File: config.mk
export PLATFORM = sky130hd
export DESIGN_NAME = return_to_home_sequencer
export DESIGN_NICKNAME = d
export VERILOG_FILES = /design/src/homing_pkg.sv /design/src/step_if.sv /design/src/step_rate_gen.sv /design/src/move_counter.sv /design/src/return_to_home_sequencer.sv
export SDC_FILE = /design/constraint.sdc
export NUM_CORES = 1
export LEC_CHECK = 0
export ABC_CLOCK_PERIOD_IN_PS = 7200
export BUFFER_PORTS_ARGS = -buffer_cell sky130_fd_sc_hd__clkbuf_2
export CAP_MARGIN = 40
export CORE_MARGIN = 3
export CORE_UTILIZATION = 36
export DETAILED_ROUTE_END_ITERATION = 6
export PLACE_DENSITY_LB_ADDON = 0.2
export SKIP_LAST_GASP = 1
export SLEW_MARGIN = 5
export SYNTH_ARGS = -nofsm -noshare
export SYNTH_HDL_FRONTEND = slang
export SYNTH_HIERARCHICAL = 1
export SYNTH_SLANG_ARGS = --single-unit
File: constraint.sdc
create_clock -name ref_clk_in -period 7.2 [get_ports ref_clk_in]
set_input_delay 1.44 -clock ref_clk_in [delete_from_list [all_inputs] [get_ports ref_clk_in]]
set_output_delay 1.44 -clock ref_clk_in [all_outputs]
set_load 0.01 [all_outputs]
File: src/homing_pkg.sv
// constants, register map and state type of the return-to-home sequencer
// Function
// - nonzero offset adds move; stop becomes home
// - zero offset: no move, home_sensor coincide
// - searched home sets command position zero
// - preset input loads configured preset position
// - mode 0 two-sensor, 1 three, 2 push
// - run speed 1 to 1000000 Hz, default 1000
// - acceleration 1 to 1000000, default 1000
// - start speed 1 to 1000000 Hz, default 500
// - signed 24-bit offset, default zero
// - start direction 0 negative, 1 positive
// - sensor_a sensor detection enable, default off
// - step timing detection enable, default off
// - home complete output set when done
// - final speed is start speed, capped 500
// - three-sensor: run speed, stop at home
// - two-sensor: move 200 steps past limit release; push: 200 steps back from stopper contact
// - fine detect needs signal; three-sensor also needs home on
package homing_pkg;
  // clock and widths
  localparam int CLK_HZ = 20_000_000;
  localparam int SPEED_W = 20;
  localparam int ACC_W = 20;
  localparam int OFS_W = 24;
  localparam int POS_W = 32;
  localparam int PHASE_W = 25;
  localparam int ADDR_W = 5;
  // register byte offsets
  localparam logic [4:0] CTRL_OFS = 5'h00;
  localparam logic [4:0] RUN_SPD_OFS = 5'h04;
  localparam logic [4:0] ACCEL_OFS = 5'h08;
  localparam logic [4:0] START_SPD_OFS = 5'h0C;
  localparam logic [4:0] HOME_OFS_OFS = 5'h10;
  localparam logic [4:0] PRESET_OFS = 5'h14;
  localparam logic [4:0] STATUS_OFS = 5'h18;
  localparam logic [4:0] POSITION_OFS = 5'h1C;
  // control field positions
  localparam int CTRL_MODE_LSB = 0;
  localparam int CTRL_DIR_BIT = 2;
  localparam int CTRL_SENSOR_A_BIT = 3;
  localparam int CTRL_TIM_BIT = 4;
  // status field positions
  localparam int STAT_READY_BIT = 0;
  localparam int STAT_DONE_BIT = 1;
  localparam int STAT_BUSY_BIT = 2;
  localparam int STAT_STATE_LSB = 4;
  // homing modes
  localparam logic [1:0] MODE_TWO = 2'h0;
  localparam logic [1:0] MODE_THREE = 2'h1;
  localparam logic [1:0] MODE_PUSH = 2'h2;
  // reset values
  localparam logic [1:0] MODE_RST = 2'h1;
  localparam logic [SPEED_W-1:0] RUN_SPD_RST = 20'h003E8;
  localparam logic [ACC_W-1:0] ACCEL_RST = 20'h003E8;
  localparam logic [SPEED_W-1:0] START_SPD_RST = 20'h001F4;
  localparam logic [OFS_W-1:0] HOME_OFS_RST = 24'h000000;
  localparam logic DIR_RST = 1'b1;
  localparam logic SENSOR_A_EN_RST = 1'b0;
  localparam logic TIM_EN_RST = 1'b0;
  localparam logic [POS_W-1:0] PRESET_RST = 32'h00000000;
  // limits and fixed counts
  localparam logic [19:0] RANGE_MIN = 20'h00001;
  localparam logic [19:0] RANGE_MAX = 20'hF4240;
  localparam logic [SPEED_W-1:0] FINAL_CAP = 20'h001F4;
  localparam logic [OFS_W-1:0] BACKOFF_STEPS = 24'h0000C8;
  // sequencer states
  typedef enum logic [2:0] {
    ST_IDLE, ST_SEEK, ST_ESCAPE, ST_BACKOFF, ST_FINE, ST_OFFSET, ST_FINISH
  } home_state_t;

  // keep a written speed or rate inside its legal range
  function automatic logic [19:0] clamp_range(input logic [31:0] v);
    if (v < 32'(RANGE_MIN)) begin
      return RANGE_MIN;
    end else if (v > 32'(RANGE_MAX)) begin
      return RANGE_MAX;
    end
    return v[19:0];
  endfunction
endpackage

File: src/step_if.sv
// interface between the sequencer and its step rate generator
`timescale 1ns/1ps
`default_nettype none
interface step_if;
  logic run; // generator may emit steps
  logic [homing_pkg::SPEED_W-1:0] speed; // step rate in Hz
  logic step; // one-cycle step event
  modport gen (input run, input speed, output step);
  modport ctl (output run, output speed, input step);
endinterface
`default_nettype wire

File: src/step_rate_gen.sv
// phase accumulator that turns a rate in Hz into step pulses
`timescale 1ns/1ps
`default_nettype none
module step_rate_gen (
  input wire logic ref_clk_in,
  input wire logic rst_in,
  step_if.gen sif
);
  logic [homing_pkg::PHASE_W-1:0] phase_r; // fractional step phase
  logic [homing_pkg::PHASE_W-1:0] sum; // phase plus this cycle's rate
  logic wrap; // a full step period elapsed

  // step is combinational so a stopping sequencer gates it at once
  always_comb begin
    sum = phase_r + homing_pkg::PHASE_W'(sif.speed);
    wrap = sum >= homing_pkg::PHASE_W'(homing_pkg::CLK_HZ);
    sif.step = sif.run && wrap;
  end

  // phase restarts from zero whenever motion halts
  always_ff @(posedge ref_clk_in or posedge rst_in) begin
    if (rst_in) begin
      phase_r <= '0;
    end else if (!sif.run) begin
      phase_r <= '0;
    end else if (wrap) begin
      phase_r <= sum - homing_pkg::PHASE_W'(homing_pkg::CLK_HZ);
    end else begin
      phase_r <= sum;
    end
  end
endmodule
`default_nettype wire

File: src/move_counter.sv
// down counter of steps left in a fixed-length move
`timescale 1ns/1ps
`default_nettype none
module move_counter (
  input wire logic ref_clk_in,
  input wire logic rst_in,
  input wire logic load_in,
  input wire logic [homing_pkg::OFS_W-1:0] count_in,
  input wire logic step_in,
  output logic zero_out
);
  logic [homing_pkg::OFS_W-1:0] left_r; // steps still to travel

  // load wins over a step in the same cycle
  always_ff @(posedge ref_clk_in or posedge rst_in) begin
    if (rst_in) begin
      left_r <= '0;
    end else if (load_in) begin
      left_r <= count_in;
    end else if (step_in && left_r != '0) begin
      left_r <= left_r - 24'h000001;
    end
  end

  assign zero_out = left_r == '0;
endmodule
`default_nettype wire

File: src/return_to_home_sequencer.sv
// return-to-home sequencer with avalon-mm parameter registers
`timescale 1ns/1ps
`default_nettype none
module return_to_home_sequencer (
  input wire logic ref_clk_in,
  input wire logic rst_in,
  // avalon-mm slave
  input wire logic [homing_pkg::ADDR_W-1:0] avs_address_in,
  input wire logic avs_read_in,
  input wire logic avs_write_in,
  input wire logic [31:0] avs_writedata_in,
  output logic [31:0] avs_readdata_out,
  output logic avs_waitrequest_out,
  // host handshake
  input wire logic home_request_in,
  input wire logic preset_request_in,
  output logic ready_out,
  output logic home_complete_out,
  // sensors
  input wire logic home_sensor_in,
  input wire logic positive_limit_sensor_in,
  input wire logic negative_limit_sensor_in,
  input wire logic stopper_contact_in,
  input wire logic sensor_a_in,
  input wire logic step_timing_signal_in,
  // motion
  output logic step_out,
  output logic dir_out,
  output logic [homing_pkg::SPEED_W-1:0] speed_out,
  output logic [homing_pkg::ACC_W-1:0] accel_out,
  output logic [homing_pkg::POS_W-1:0] position_out
);
  // parameter registers
  logic [1:0] mode_r; // homing mode
  logic [homing_pkg::SPEED_W-1:0] run_spd_r; // homing_run_speed
  logic [homing_pkg::ACC_W-1:0] accel_r; // accel/decel figure
  logic [homing_pkg::SPEED_W-1:0] start_spd_r; // homing_start_speed
  logic [homing_pkg::OFS_W-1:0] home_ofs_r; // signed home offset
  logic start_dir_r; // 1 = positive
  logic sensor_a_en_r; // sensor_a takes part
  logic tim_en_r; // step timing takes part
  logic [homing_pkg::POS_W-1:0] preset_r; // preset position
  // bus state
  logic waitreq_r; // waitrequest flop
  logic [31:0] rdata_r; // read data flop
  logic bus_req; // read or write pending
  logic bus_take; // access completes this edge
  logic [31:0] rdata_nxt; // decoded read value
  // sequencer state
  homing_pkg::home_state_t state_r; // current phase
  logic dir_r; // direction of travel
  logic ready_r; // ready flop
  logic done_r; // home complete flop
  logic req_prev_r; // last home request level
  logic preset_prev_r; // last preset request level
  logic [homing_pkg::POS_W-1:0] pos_r; // command position
  logic step_r; // registered step out
  logic [homing_pkg::SPEED_W-1:0] spd_r; // registered speed out
  // helpers
  logic [homing_pkg::SPEED_W-1:0] final_spd; // homing_final_speed
  logic start_go; // begin a return-to-home
  logic preset_go; // apply the preset position
  logic limit_ahead; // limit on the side we travel to
  logic limit_any; // either limit active
  logic fine_en; // any external signal enabled
  logic fine_hit; // enabled signals all seen
  logic found; // mechanical home reached
  logic zero_pos; // force command position to zero
  logic cnt_load; // load the move counter
  logic [homing_pkg::OFS_W-1:0] cnt_val; // value for the counter
  logic cnt_zero; // fixed-length move finished
  logic ofs_neg; // offset sign
  logic [homing_pkg::OFS_W-1:0] ofs_mag; // offset magnitude
  logic counting; // state uses the counter
  logic moving; // state emits steps
  logic [homing_pkg::SPEED_W-1:0] spd_sel; // speed for this state
  step_if sif ();
  step_rate_gen u_gen (
    .ref_clk_in(ref_clk_in),
    .rst_in(rst_in),
    .sif(sif.gen)
  );
  move_counter u_cnt (
    .ref_clk_in(ref_clk_in),
    .rst_in(rst_in),
    .load_in(cnt_load),
    .count_in(cnt_val),
    .step_in(sif.step),
    .zero_out(cnt_zero)
  );
  assign bus_req = avs_read_in || avs_write_in;
  assign bus_take = bus_req && !waitreq_r;
  // every access gets exactly one wait cycle, then one ready cycle
  always_ff @(posedge ref_clk_in or posedge rst_in) begin
    if (rst_in) begin
      waitreq_r <= 1'b1;
    end else if (bus_req && waitreq_r) begin
      waitreq_r <= 1'b0;
    end else begin
      waitreq_r <= 1'b1;
    end
  end
  // read decode; unmapped or unaligned reads return zero
  always_comb begin
    rdata_nxt = 32'h00000000;
    if (avs_address_in == homing_pkg::CTRL_OFS) begin
      rdata_nxt[homing_pkg::CTRL_MODE_LSB +: 2] = mode_r;
      rdata_nxt[homing_pkg::CTRL_DIR_BIT] = start_dir_r;
      rdata_nxt[homing_pkg::CTRL_SENSOR_A_BIT] = sensor_a_en_r;
      rdata_nxt[homing_pkg::CTRL_TIM_BIT] = tim_en_r;
    end else if (avs_address_in == homing_pkg::RUN_SPD_OFS) begin
      rdata_nxt = 32'(run_spd_r);
    end else if (avs_address_in == homing_pkg::ACCEL_OFS) begin
      rdata_nxt = 32'(accel_r);
    end else if (avs_address_in == homing_pkg::START_SPD_OFS) begin
      rdata_nxt = 32'(start_spd_r);
    end else if (avs_address_in == homing_pkg::HOME_OFS_OFS) begin
      rdata_nxt = 32'(signed'(home_ofs_r)); // sign extended
    end else if (avs_address_in == homing_pkg::PRESET_OFS) begin
      rdata_nxt = preset_r;
    end else if (avs_address_in == homing_pkg::STATUS_OFS) begin
      rdata_nxt[homing_pkg::STAT_READY_BIT] = ready_r;
      rdata_nxt[homing_pkg::STAT_DONE_BIT] = done_r;
      rdata_nxt[homing_pkg::STAT_BUSY_BIT] = state_r != homing_pkg::ST_IDLE;
      rdata_nxt[homing_pkg::STAT_STATE_LSB +: 3] = state_r;
    end else if (avs_address_in == homing_pkg::POSITION_OFS) begin
      rdata_nxt = pos_r;
    end
  end
  // read data captured while waitrequest is still high, so it stands
  // in the one cycle that waitrequest is low
  always_ff @(posedge ref_clk_in or posedge rst_in) begin
    if (rst_in) begin
      rdata_r <= 32'h00000000;
    end else if (avs_read_in && waitreq_r) begin
      rdata_r <= rdata_nxt;
    end
  end
  // parameter writes; speeds and rate are clamped into range, an
  // undefined mode code leaves the mode unchanged
  always_ff @(posedge ref_clk_in or posedge rst_in) begin
    if (rst_in) begin
      mode_r <= homing_pkg::MODE_RST;
      run_spd_r <= homing_pkg::RUN_SPD_RST;
      accel_r <= homing_pkg::ACCEL_RST;
      start_spd_r <= homing_pkg::START_SPD_RST;
      home_ofs_r <= homing_pkg::HOME_OFS_RST;
      start_dir_r <= homing_pkg::DIR_RST;
      sensor_a_en_r <= homing_pkg::SENSOR_A_EN_RST;
      tim_en_r <= homing_pkg::TIM_EN_RST;
      preset_r <= homing_pkg::PRESET_RST;
    end else if (bus_take && avs_write_in) begin
      if (avs_address_in == homing_pkg::CTRL_OFS) begin
        if (avs_writedata_in[homing_pkg::CTRL_MODE_LSB +: 2] != 2'h3) begin
          mode_r <= avs_writedata_in[homing_pkg::CTRL_MODE_LSB +: 2];
        end
        start_dir_r <= avs_writedata_in[homing_pkg::CTRL_DIR_BIT];
        sensor_a_en_r <= avs_writedata_in[homing_pkg::CTRL_SENSOR_A_BIT];
        tim_en_r <= avs_writedata_in[homing_pkg::CTRL_TIM_BIT];
      end else if (avs_address_in == homing_pkg::RUN_SPD_OFS) begin
        run_spd_r <= homing_pkg::clamp_range(avs_writedata_in);
      end else if (avs_address_in == homing_pkg::ACCEL_OFS) begin
        accel_r <= homing_pkg::clamp_range(avs_writedata_in);
      end else if (avs_address_in == homing_pkg::START_SPD_OFS) begin
        start_spd_r <= homing_pkg::clamp_range(avs_writedata_in);
      end else if (avs_address_in == homing_pkg::HOME_OFS_OFS) begin
        home_ofs_r <= avs_writedata_in[homing_pkg::OFS_W-1:0];
      end else if (avs_address_in == homing_pkg::PRESET_OFS) begin
        preset_r <= avs_writedata_in;
      end
    end
  end
  // final approach speed never exceeds the cap
  assign final_spd = (start_spd_r < homing_pkg::FINAL_CAP) ?
                     start_spd_r : homing_pkg::FINAL_CAP;
  // a rising request while ready starts homing; a held level cannot
  // restart it after completion because the host must drop it first
  assign start_go = home_request_in && !req_prev_r && ready_r &&
                    state_r == homing_pkg::ST_IDLE;
  assign preset_go = preset_request_in && !preset_prev_r &&
                     state_r == homing_pkg::ST_IDLE;
  assign limit_ahead = dir_r ? positive_limit_sensor_in :
                               negative_limit_sensor_in;
  assign limit_any = positive_limit_sensor_in || negative_limit_sensor_in;
  assign fine_en = sensor_a_en_r || tim_en_r;
  // with both enabled both signals must coincide
  assign fine_hit = (!sensor_a_en_r || sensor_a_in) &&
                    (!tim_en_r || step_timing_signal_in);
  assign ofs_neg = home_ofs_r[homing_pkg::OFS_W-1];
  assign ofs_mag = ofs_neg ? (~home_ofs_r + 24'h000001) : home_ofs_r;
  // mechanical home reached in this cycle
  always_comb begin
    found = 1'b0;
    if (state_r == homing_pkg::ST_SEEK && mode_r == homing_pkg::MODE_THREE &&
        home_sensor_in && !fine_en) begin
      found = 1'b1;
    end else if (state_r == homing_pkg::ST_BACKOFF && cnt_zero &&
                 !fine_en) begin
      found = 1'b1;
    end else if (state_r == homing_pkg::ST_FINE && fine_hit &&
                 (home_sensor_in || mode_r != homing_pkg::MODE_THREE)) begin
      found = 1'b1;
    end
  end
  // counter loads: 200 steps for back-off, offset for the offset move
  always_comb begin
    cnt_load = 1'b0;
    cnt_val = homing_pkg::BACKOFF_STEPS;
    if (state_r == homing_pkg::ST_ESCAPE && !limit_any) begin
      cnt_load = 1'b1;
    end else if (state_r == homing_pkg::ST_SEEK &&
                 mode_r == homing_pkg::MODE_PUSH && stopper_contact_in) begin
      cnt_load = 1'b1;
    end else if (found) begin
      cnt_load = 1'b1;
      cnt_val = ofs_mag;
    end
  end
  // speed and stepping per phase
  always_comb begin
    counting = state_r == homing_pkg::ST_BACKOFF ||
               state_r == homing_pkg::ST_OFFSET;
    moving = state_r == homing_pkg::ST_SEEK ||
             state_r == homing_pkg::ST_ESCAPE ||
             state_r == homing_pkg::ST_FINE || counting;
    if (state_r == homing_pkg::ST_SEEK && mode_r == homing_pkg::MODE_THREE) begin
      spd_sel = run_spd_r;
    end else if (state_r == homing_pkg::ST_SEEK ||
                 state_r == homing_pkg::ST_ESCAPE) begin
      spd_sel = start_spd_r;
    end else if (state_r == homing_pkg::ST_OFFSET) begin
      spd_sel = run_spd_r;
    end else begin
      spd_sel = final_spd;
    end
  end
  // a finished count gates the step at once so no extra step leaks
  assign sif.run = moving && !(counting && cnt_zero) && !cnt_load;
  assign sif.speed = spd_sel;
  // position goes to zero at mechanical home and again at the end
  assign zero_pos = found || state_r == homing_pkg::ST_FINISH;
  // homing phases
  always_ff @(posedge ref_clk_in or posedge rst_in) begin
    if (rst_in) begin
      state_r <= homing_pkg::ST_IDLE;
      dir_r <= 1'b1;
    end else begin
      case (state_r)
        homing_pkg::ST_IDLE: begin
          if (start_go) begin
            state_r <= homing_pkg::ST_SEEK;
            dir_r <= start_dir_r;
          end
        end
        homing_pkg::ST_SEEK: begin
          if (found) begin
            state_r <= (ofs_mag != '0) ? homing_pkg::ST_OFFSET :
                                         homing_pkg::ST_FINISH;
            dir_r <= !ofs_neg;
          end else if (mode_r == homing_pkg::MODE_THREE && home_sensor_in) begin
            state_r <= homing_pkg::ST_FINE;
          end else if (mode_r == homing_pkg::MODE_PUSH && stopper_contact_in) begin
            state_r <= homing_pkg::ST_BACKOFF;
            dir_r <= !dir_r;
          end else if (limit_ahead) begin
            // three-sensor turns round at a limit and keeps searching
            dir_r <= !dir_r;
            if (mode_r == homing_pkg::MODE_TWO) begin
              state_r <= homing_pkg::ST_ESCAPE;
            end
          end
        end
        homing_pkg::ST_ESCAPE: begin
          if (!limit_any) begin
            state_r <= homing_pkg::ST_BACKOFF;
          end
        end
        homing_pkg::ST_BACKOFF: begin
          if (found) begin
            state_r <= (ofs_mag != '0) ? homing_pkg::ST_OFFSET :
                                         homing_pkg::ST_FINISH;
            dir_r <= !ofs_neg;
          end else if (cnt_zero) begin
            state_r <= homing_pkg::ST_FINE; // continue for the signal
          end
        end
        homing_pkg::ST_FINE: begin
          if (found) begin
            state_r <= (ofs_mag != '0) ? homing_pkg::ST_OFFSET :
                                         homing_pkg::ST_FINISH;
            dir_r <= !ofs_neg;
          end else if (limit_ahead) begin
            dir_r <= !dir_r; // missed it, sweep back
          end
        end
        homing_pkg::ST_OFFSET: begin
          if (cnt_zero) begin
            state_r <= homing_pkg::ST_FINISH;
          end
        end
        default: begin // finish, or a stray code, returns to idle
          state_r <= homing_pkg::ST_IDLE;
        end
      endcase
    end
  end
  // ready drops at the start and returns with completion
  always_ff @(posedge ref_clk_in or posedge rst_in) begin
    if (rst_in) begin
      ready_r <= 1'b1;
    end else if (start_go) begin
      ready_r <= 1'b0;
    end else if (state_r == homing_pkg::ST_FINISH) begin
      ready_r <= 1'b1;
    end
  end
  // home complete clears at the start, sets at finish or preset
  always_ff @(posedge ref_clk_in or posedge rst_in) begin
    if (rst_in) begin
      done_r <= 1'b0;
    end else if (state_r == homing_pkg::ST_FINISH || preset_go) begin
      done_r <= 1'b1;
    end else if (start_go) begin
      done_r <= 1'b0;
    end
  end
  // request edge memories
  always_ff @(posedge ref_clk_in or posedge rst_in) begin
    if (rst_in) begin
      req_prev_r <= 1'b0;
      preset_prev_r <= 1'b0;
    end else begin
      req_prev_r <= home_request_in;
      preset_prev_r <= preset_request_in;
    end
  end
  // command position tracks steps; zero and preset override them
  always_ff @(posedge ref_clk_in or posedge rst_in) begin
    if (rst_in) begin
      pos_r <= '0;
    end else if (zero_pos) begin
      pos_r <= '0;
    end else if (preset_go) begin
      pos_r <= preset_r;
    end else if (sif.step) begin
      pos_r <= dir_r ? pos_r + 32'h00000001 : pos_r - 32'h00000001;
    end
  end
  // motion outputs registered for clean pins
  always_ff @(posedge ref_clk_in or posedge rst_in) begin
    if (rst_in) begin
      step_r <= 1'b0;
      spd_r <= '0;
    end else begin
      step_r <= sif.step;
      spd_r <= moving ? spd_sel : '0;
    end
  end
  assign avs_readdata_out = rdata_r;
  assign avs_waitrequest_out = waitreq_r;
  assign ready_out = ready_r;
  assign home_complete_out = done_r;
  assign step_out = step_r;
  assign dir_out = dir_r;
  assign speed_out = spd_r;
  assign accel_out = accel_r;
  assign position_out = pos_r;
endmodule
`default_nettype wire

==> flow_summary.ini, run 1 <==
[setup_path]
path_class = reg2reg
crit_required_ns = 7.66
crit_chain = nor2b_1, a2111oi_1, nand3_1, nor2_1, o21ai_0, nand2_1, o21a_1, buf_4, a22o_1, ha_1, a21oi_1, o21ai_0, a22o_1, a221oi_4, or3b_1, a41oi_4, o31ai_2, a21oi_2, and2_4, nor4b_2, nand3_1, o21bai_2, o21a_1, o31a_1
critPathMaxStageDelay_ns = 0.46
crit_fanout = 18
arrival_ns = 7.16
cp_num_buf_inv = 1
endpoint_kind = flip-flop
cp_slowest_cell = or3b_1
path_delay_family = compound AO/OA/AOI/OAI gates
worst_setup_path_start_kind = flip-flop

[timing]
clock_skew_ns = 0.0147
rsz0062_at_grt = no
holdWs_ns = 0.479
fmax_mhz = 149
worst_pin_slew_ns = 0.781
fin_crit_ns = 6.70
hold_violations = 0
finalSetupViolations = 0
final.period_utilization_pct = 93.1
final.setup.tns_ns = 0
slew_headroom_pct = 47.9
drv_slew = 0

[yosys]
async_flop_share_pct = 100
synth_cell_types = 96
ys_seq_elements = 264
netlist_area_um2 = 17200
synth_area_per_cell_um2 = 8.96
synth_top_cell_area_share_pct = 35.1
synth_edf_count = 0
ys_top_cells_by_count = dfrtp_1, nand2_1, nor2_1
synth.top_cells.by_area = dfrtp_1, mux2_2, o21ai_0
seq_area_frac_synth_pct = 38.7
yosysWarningCount = 6
synth-main-ff-cell = dfrtp_1
synth_fp_nets = 2020
syn_inst = 1914
synth.most_common_cell = dfrtp_1
synth_top_area_cell = dfrtp_1

[grt]
grt_max_degree = 100
grt_usage_pct = 23.3
grt_pass1_wl_um = 91800
grt_overflow = 0
antenna_found_initial = 2
grt_pass1_vias = 14800

[clocking]
clk_path_buf_depth = 3
cts_buffers = 31
clock-sinks = 264
cts_hold_buf = 0
clk_pin_slew_ns = 0.06
cts_htree_levels = 1
clk-insertion-delay-late_ns = 0.58
cts_tree = yes
root_buffer = clkbuf_16

[floorplan]
dieArea_um2 = 50300
design.portCount = 158
die-height_um = 224
die_w_um = 224
coreArea_um2 = 46900
initial_utilization_pct = 36.6
fp-row-count = 79

[layout]
multi_input_area_um2 = 10000
fillers = 4687
nets = 2145
syn_to_final_growth_pct = 15.7
drive_gt1_share_pct = 20.5
regArea_um2 = 6640
final_cells = 2672

[placed_design]
portBuffers = 157
dpl.hpwl_um = 45500
gp_congestion = 0.895
placedCellCount = 2609

[route]
dr_total_vias = 15700
drt_iter0_drc = 1453
wl_per_cell_um = 22.4
drc = 0
routed_wl_um = 60000
avgViaCountPerCell = 5.88
antenna_left = 0
dr.pass1.iters = 5

[power_and_ir_drop]
p_sw_share_pct = 43.9
p_int_mw = 4.12
clkPwrFrac_pct = 23.0
p_per_area_nw_per_um2 = 370
p_switching_mw = 3.22
p_leak_nw = 8.78
combPwrFrac_pct = 48.9
pwr-share-seq_pct = 28.1
ir_drop_mv = 0.275
finalPower_mw = 7.34

[status]
status = complete, no violations

[hold_path]
hp-class = reg2reg

[job]
drv_cap = 0
[placed cells by master, fill, tap and decap left out, drive strengths merged, types with 34 or more instances in the layout]
cell      n
nand3    43
xnor2    42
ha       55
o21ai   181
dfrtp   241
clkbuf  193
nor3     38
inv      41
buf      42
nor2    177
a211oi   34
nand2   218
a22o     35
mux2     91
a21oi   111
xor2     43
[state kept, by name (all words and copies together) (netlist names), 2 cells and up]
name / flops
accel_out: 20
avs_readdata_out: 32
home_ofs_r: 24
mode_r: 2
position_out: 32
preset_r: 32
run_spd_r: 20
speed_out: 20
start_spd_r: 20
state_r: 3
u_cnt/left_r: 24
u_gen/phase_r: 25
[stage by stage]
step / worst slack (ns) / util, % / area [um^2]
after CTS: 0.0161 / 42.2 / 19800
after global placement: 0.241 / 39.6 / 18600
final: 0.495 / 42.4 / 19800
after floorplan: 0.951 / - / 17200
after global routing: 0.0587 / 42.4 / 19800
after detailed placement: 0.0715 / 39.9 / 18700
[power by group through the flow]
stage	logic (mW)	clock network, mW	registers, mW
floorplan	2.51	0	2.00
global placement	3.46	0	2.08
detailed placement	3.52	0	2.09
CTS	3.53	1.73	2.06
global route	3.95	1.79	2.10
finish	3.59	1.69	2.07
[routing by layer]
metal  GRT usage (%)  wire (um)  vias to the layer above
li1                -          -                     7302
met1            35.5      28700                     7739
met5               0          0                        -
met3            3.33       4000                       78
met2            34.9      25900                      595
met4            5.52       1390                        0
[cell families after synthesis]
logic type | count (synthesis) | synth area share (%)
adder cells (fa/ha/maj) | 57 | 4.24
AO/OA/AOI/OAI | 585 | 22.8
XOR/XNOR | 85 | 4.34
buffers and inverters | 149 | 3.43
AND/OR/NAND/NOR | 651 | 18.4
multiplexers | 123 | 8.13
flip-flops | 264 | 38.7
[worst paths after layout]
path,to,cells past startpoint,slack [ns],from
min in group asynchronous,mode_r[1],2,0.93,rst_in
max in group asynchronous,accel_out[11],4,4.58,rst_in
hold reg to reg,avs_readdata_out[21],2,0.48,avs_readdata_out[21]
setup reg to reg,u_cnt/left_r[11],24,0.50,state_r[0]
hold / removal,avs_readdata_out[21],2,0.48,avs_readdata_out[21]
setup / recovery,u_cnt/left_r[11],24,0.50,state_r[0]
[final cells by class]
type | instances | share of cell area [%]
antenna | 2 | 0.0252
clock buffer | 36 | 4.20
clock inverter | 21 | 1.30
inverter | 42 | 0.813
multi-input combinational | 1501 | 50.4
sequential | 264 | 33.4
tap | 607 | 3.83
timing repair buffer | 199 | 6.01
[worst min-delay path: stages, from the launching register on]
cell,delay (ns)
dfrtp_1,0.34
nand2_1,0.04
o21ai_0,0.06
[repair_timing]
item	4_1_cts	5_1_grt
setup buffers	0	4
endpoints found under the setup margin	0	35
resized for setup	0	9
Note: power is estimated with default switching activity, not from simulation.
==> run 2, diff against run 1 <==
- CORE_ASPECT_RATIO: unset -> 0.9
==> flow_summary.ini, run 2 (synthesis results as in run 1) <==
[timing]
slew_headroom_pct = 42.2
drv_slew = 0
worst_pin_slew_ns = 0.867
fin_crit_ns = 6.64
finalSetupViolations = 0
hold_violations = 0
clock_skew_ns = 0.0326
final.period_utilization_pct = 92.2
rsz0062_at_grt = no
final.setup.tns_ns = 0
fmax_mhz = 151
holdWs_ns = 0.486

[clocking]
cts_htree_levels = 1
cts_hold_buf = 0
clock-sinks = 264
cts_buffers = 31
clk-insertion-delay-late_ns = 0.60
clk_pin_slew_ns = 0.06
clk_path_buf_depth = 3
root_buffer = clkbuf_16
cts_tree = yes

[power_and_ir_drop]
p_per_area_nw_per_um2 = 367
p_leak_nw = 8.77
finalPower_mw = 7.24
ir_drop_mv = 0.238

[route]
routed_wl_um = 60600
avgViaCountPerCell = 5.86
antenna_left = 0
wl_per_cell_um = 22.6
drt_iter0_drc = 1601
dr.pass1.iters = 5
drc = 0
dr_total_vias = 15700

[setup_path]
crit_required_ns = 7.69
critPathMaxStageDelay_ns = 0.46
crit_fanout = 13
crit_chain = nor2b_1, a2111oi_0, nand3_1, nor2_1, o21ai_0, nand2_1, o21ai_1, o22a_1, ha_1, and3_1, a221o_1, a41o_4, o21a_1, or3b_1, a41oi_4, o31ai_2, a21oi_2, and2_4, nor4b_2, nand3_1, o21bai_2, or3_1, a31oi_1
cp_slowest_cell = ha_1
r2r_cells = 23
endpoint_kind = flip-flop
arrival_ns = 7.13
worst_setup_path_start_kind = flip-flop
cp_common_cell = nand3_1
path_class = reg2reg

[grt]
grt_overflow = 0
grt_max_degree = 100
grt_pass1_vias = 15000
antenna_found_initial = 6
grt_usage_pct = 23.5
grt_pass1_wl_um = 92700

[layout]
syn_to_final_growth_pct = 15.1
final_cell_mix = dfrtp_1, nand2_1, nor2_1, o21ai_0, clkbuf_2
final_common_cell = dfrtp_1
multi_input_area_um2 = 9970
fillers = 4648
nets = 2144
regArea_um2 = 6640
drive_gt1_share_pct = 20.3

[floorplan]
dieArea_um2 = 50300
die-height_um = 213
fp-row-count = 75
die_w_um = 236
initial_utilization_pct = 36.6
coreArea_um2 = 46800
design.portCount = 158

[placed_design]
portBuffers = 157
gp_congestion = 0.920
dpl.hpwl_um = 45800

[status]
status = complete, no violations

[hold_path]
hp-class = reg2reg
holdPathStages = 2

[job]
drv_cap = 0
==> run 2: cell types whose count changed in the layout (fill, tap and decap cells not counted), moves of 2 or more <==
cell,before,now
buf_4,36,34
clkinv_4,4,2
clkinvlp_4,7,1
clkinv_2,5,10
buf_2,0,2
diode_2,2,4
inv_6,0,2
clkbuf_1,1,5
bufinv_16,5,3
==> run 2: area by class of cell <==
cell class | count | area share (%)
multi-input cells | 1501 | 50.5
flip-flops and latches | 264 | 33.6
repair buffers | 198 | 5.94
clock buffers | 40 | 4.30
well taps | 616 | 3.90
clock inverters | 17 | 0.887
inverters | 42 | 0.817
diodes | 4 | 0.0507
==> run 2: final timing paths <==
path,startpoint,endpoint,slack [ns]
max in group asynchronous,rst_in,speed_out[10],5.19
setup reg to reg,state_r[0],u_cnt/left_r[13],0.56
hold reg to reg,avs_readdata_out[21],avs_readdata_out[21],0.49
min in group asynchronous,rst_in,step_out,0.85
setup / recovery,state_r[0],u_cnt/left_r[13],0.56
hold / removal,avs_readdata_out[21],avs_readdata_out[21],0.49
==> run 2: power by group <==
part	leakage, nW	switching [mW]	internal, mW	total, mW
clock	0.516	0.676	0.939	1.62
combinational	4.77	2.21	1.34	3.55
sequential	3.48	0.323	1.75	2.07
==> run 2: metrics by stage <==
step                      std cells  util (%)  setup slack [ns]  instance area (um^2)
after floorplan                1914         -             0.951                 17200
after global placement         2613      39.7             0.435                 18600
after detailed placement       2619      39.9             0.270                 18700
after CTS                      2676      42.1             0.234                 19700
after global routing           2682      42.2            0.0224                 19700
final                          2682      42.2             0.560                 19700
==> run 2: metal layers <==
metal,wire [um],global-route usage [%],vias up
li1,-,-,7312
met1,29500,36.0,7760
met2,25300,33.9,558
met3,4240,4.02,76
met4,1560,6.48,0
met5,0,0,-
==> run 2: critical path: cells and delay by family, from the launching register on <==
| family | cells | cell delay, ns |
|---|---|---|
| flops | 1 | 0.38 |
| simple gates | 10 | 2.56 |
| compound gates | 12 | 3.13 |
| fa+ha+maj | 1 | 0.46 |
==> run 2: what timing repair did <==
action                     4_1_cts  5_1_grt
gates resized for setup          0        5
setup endpoints to repair        0       28
setup buffers                    0        2
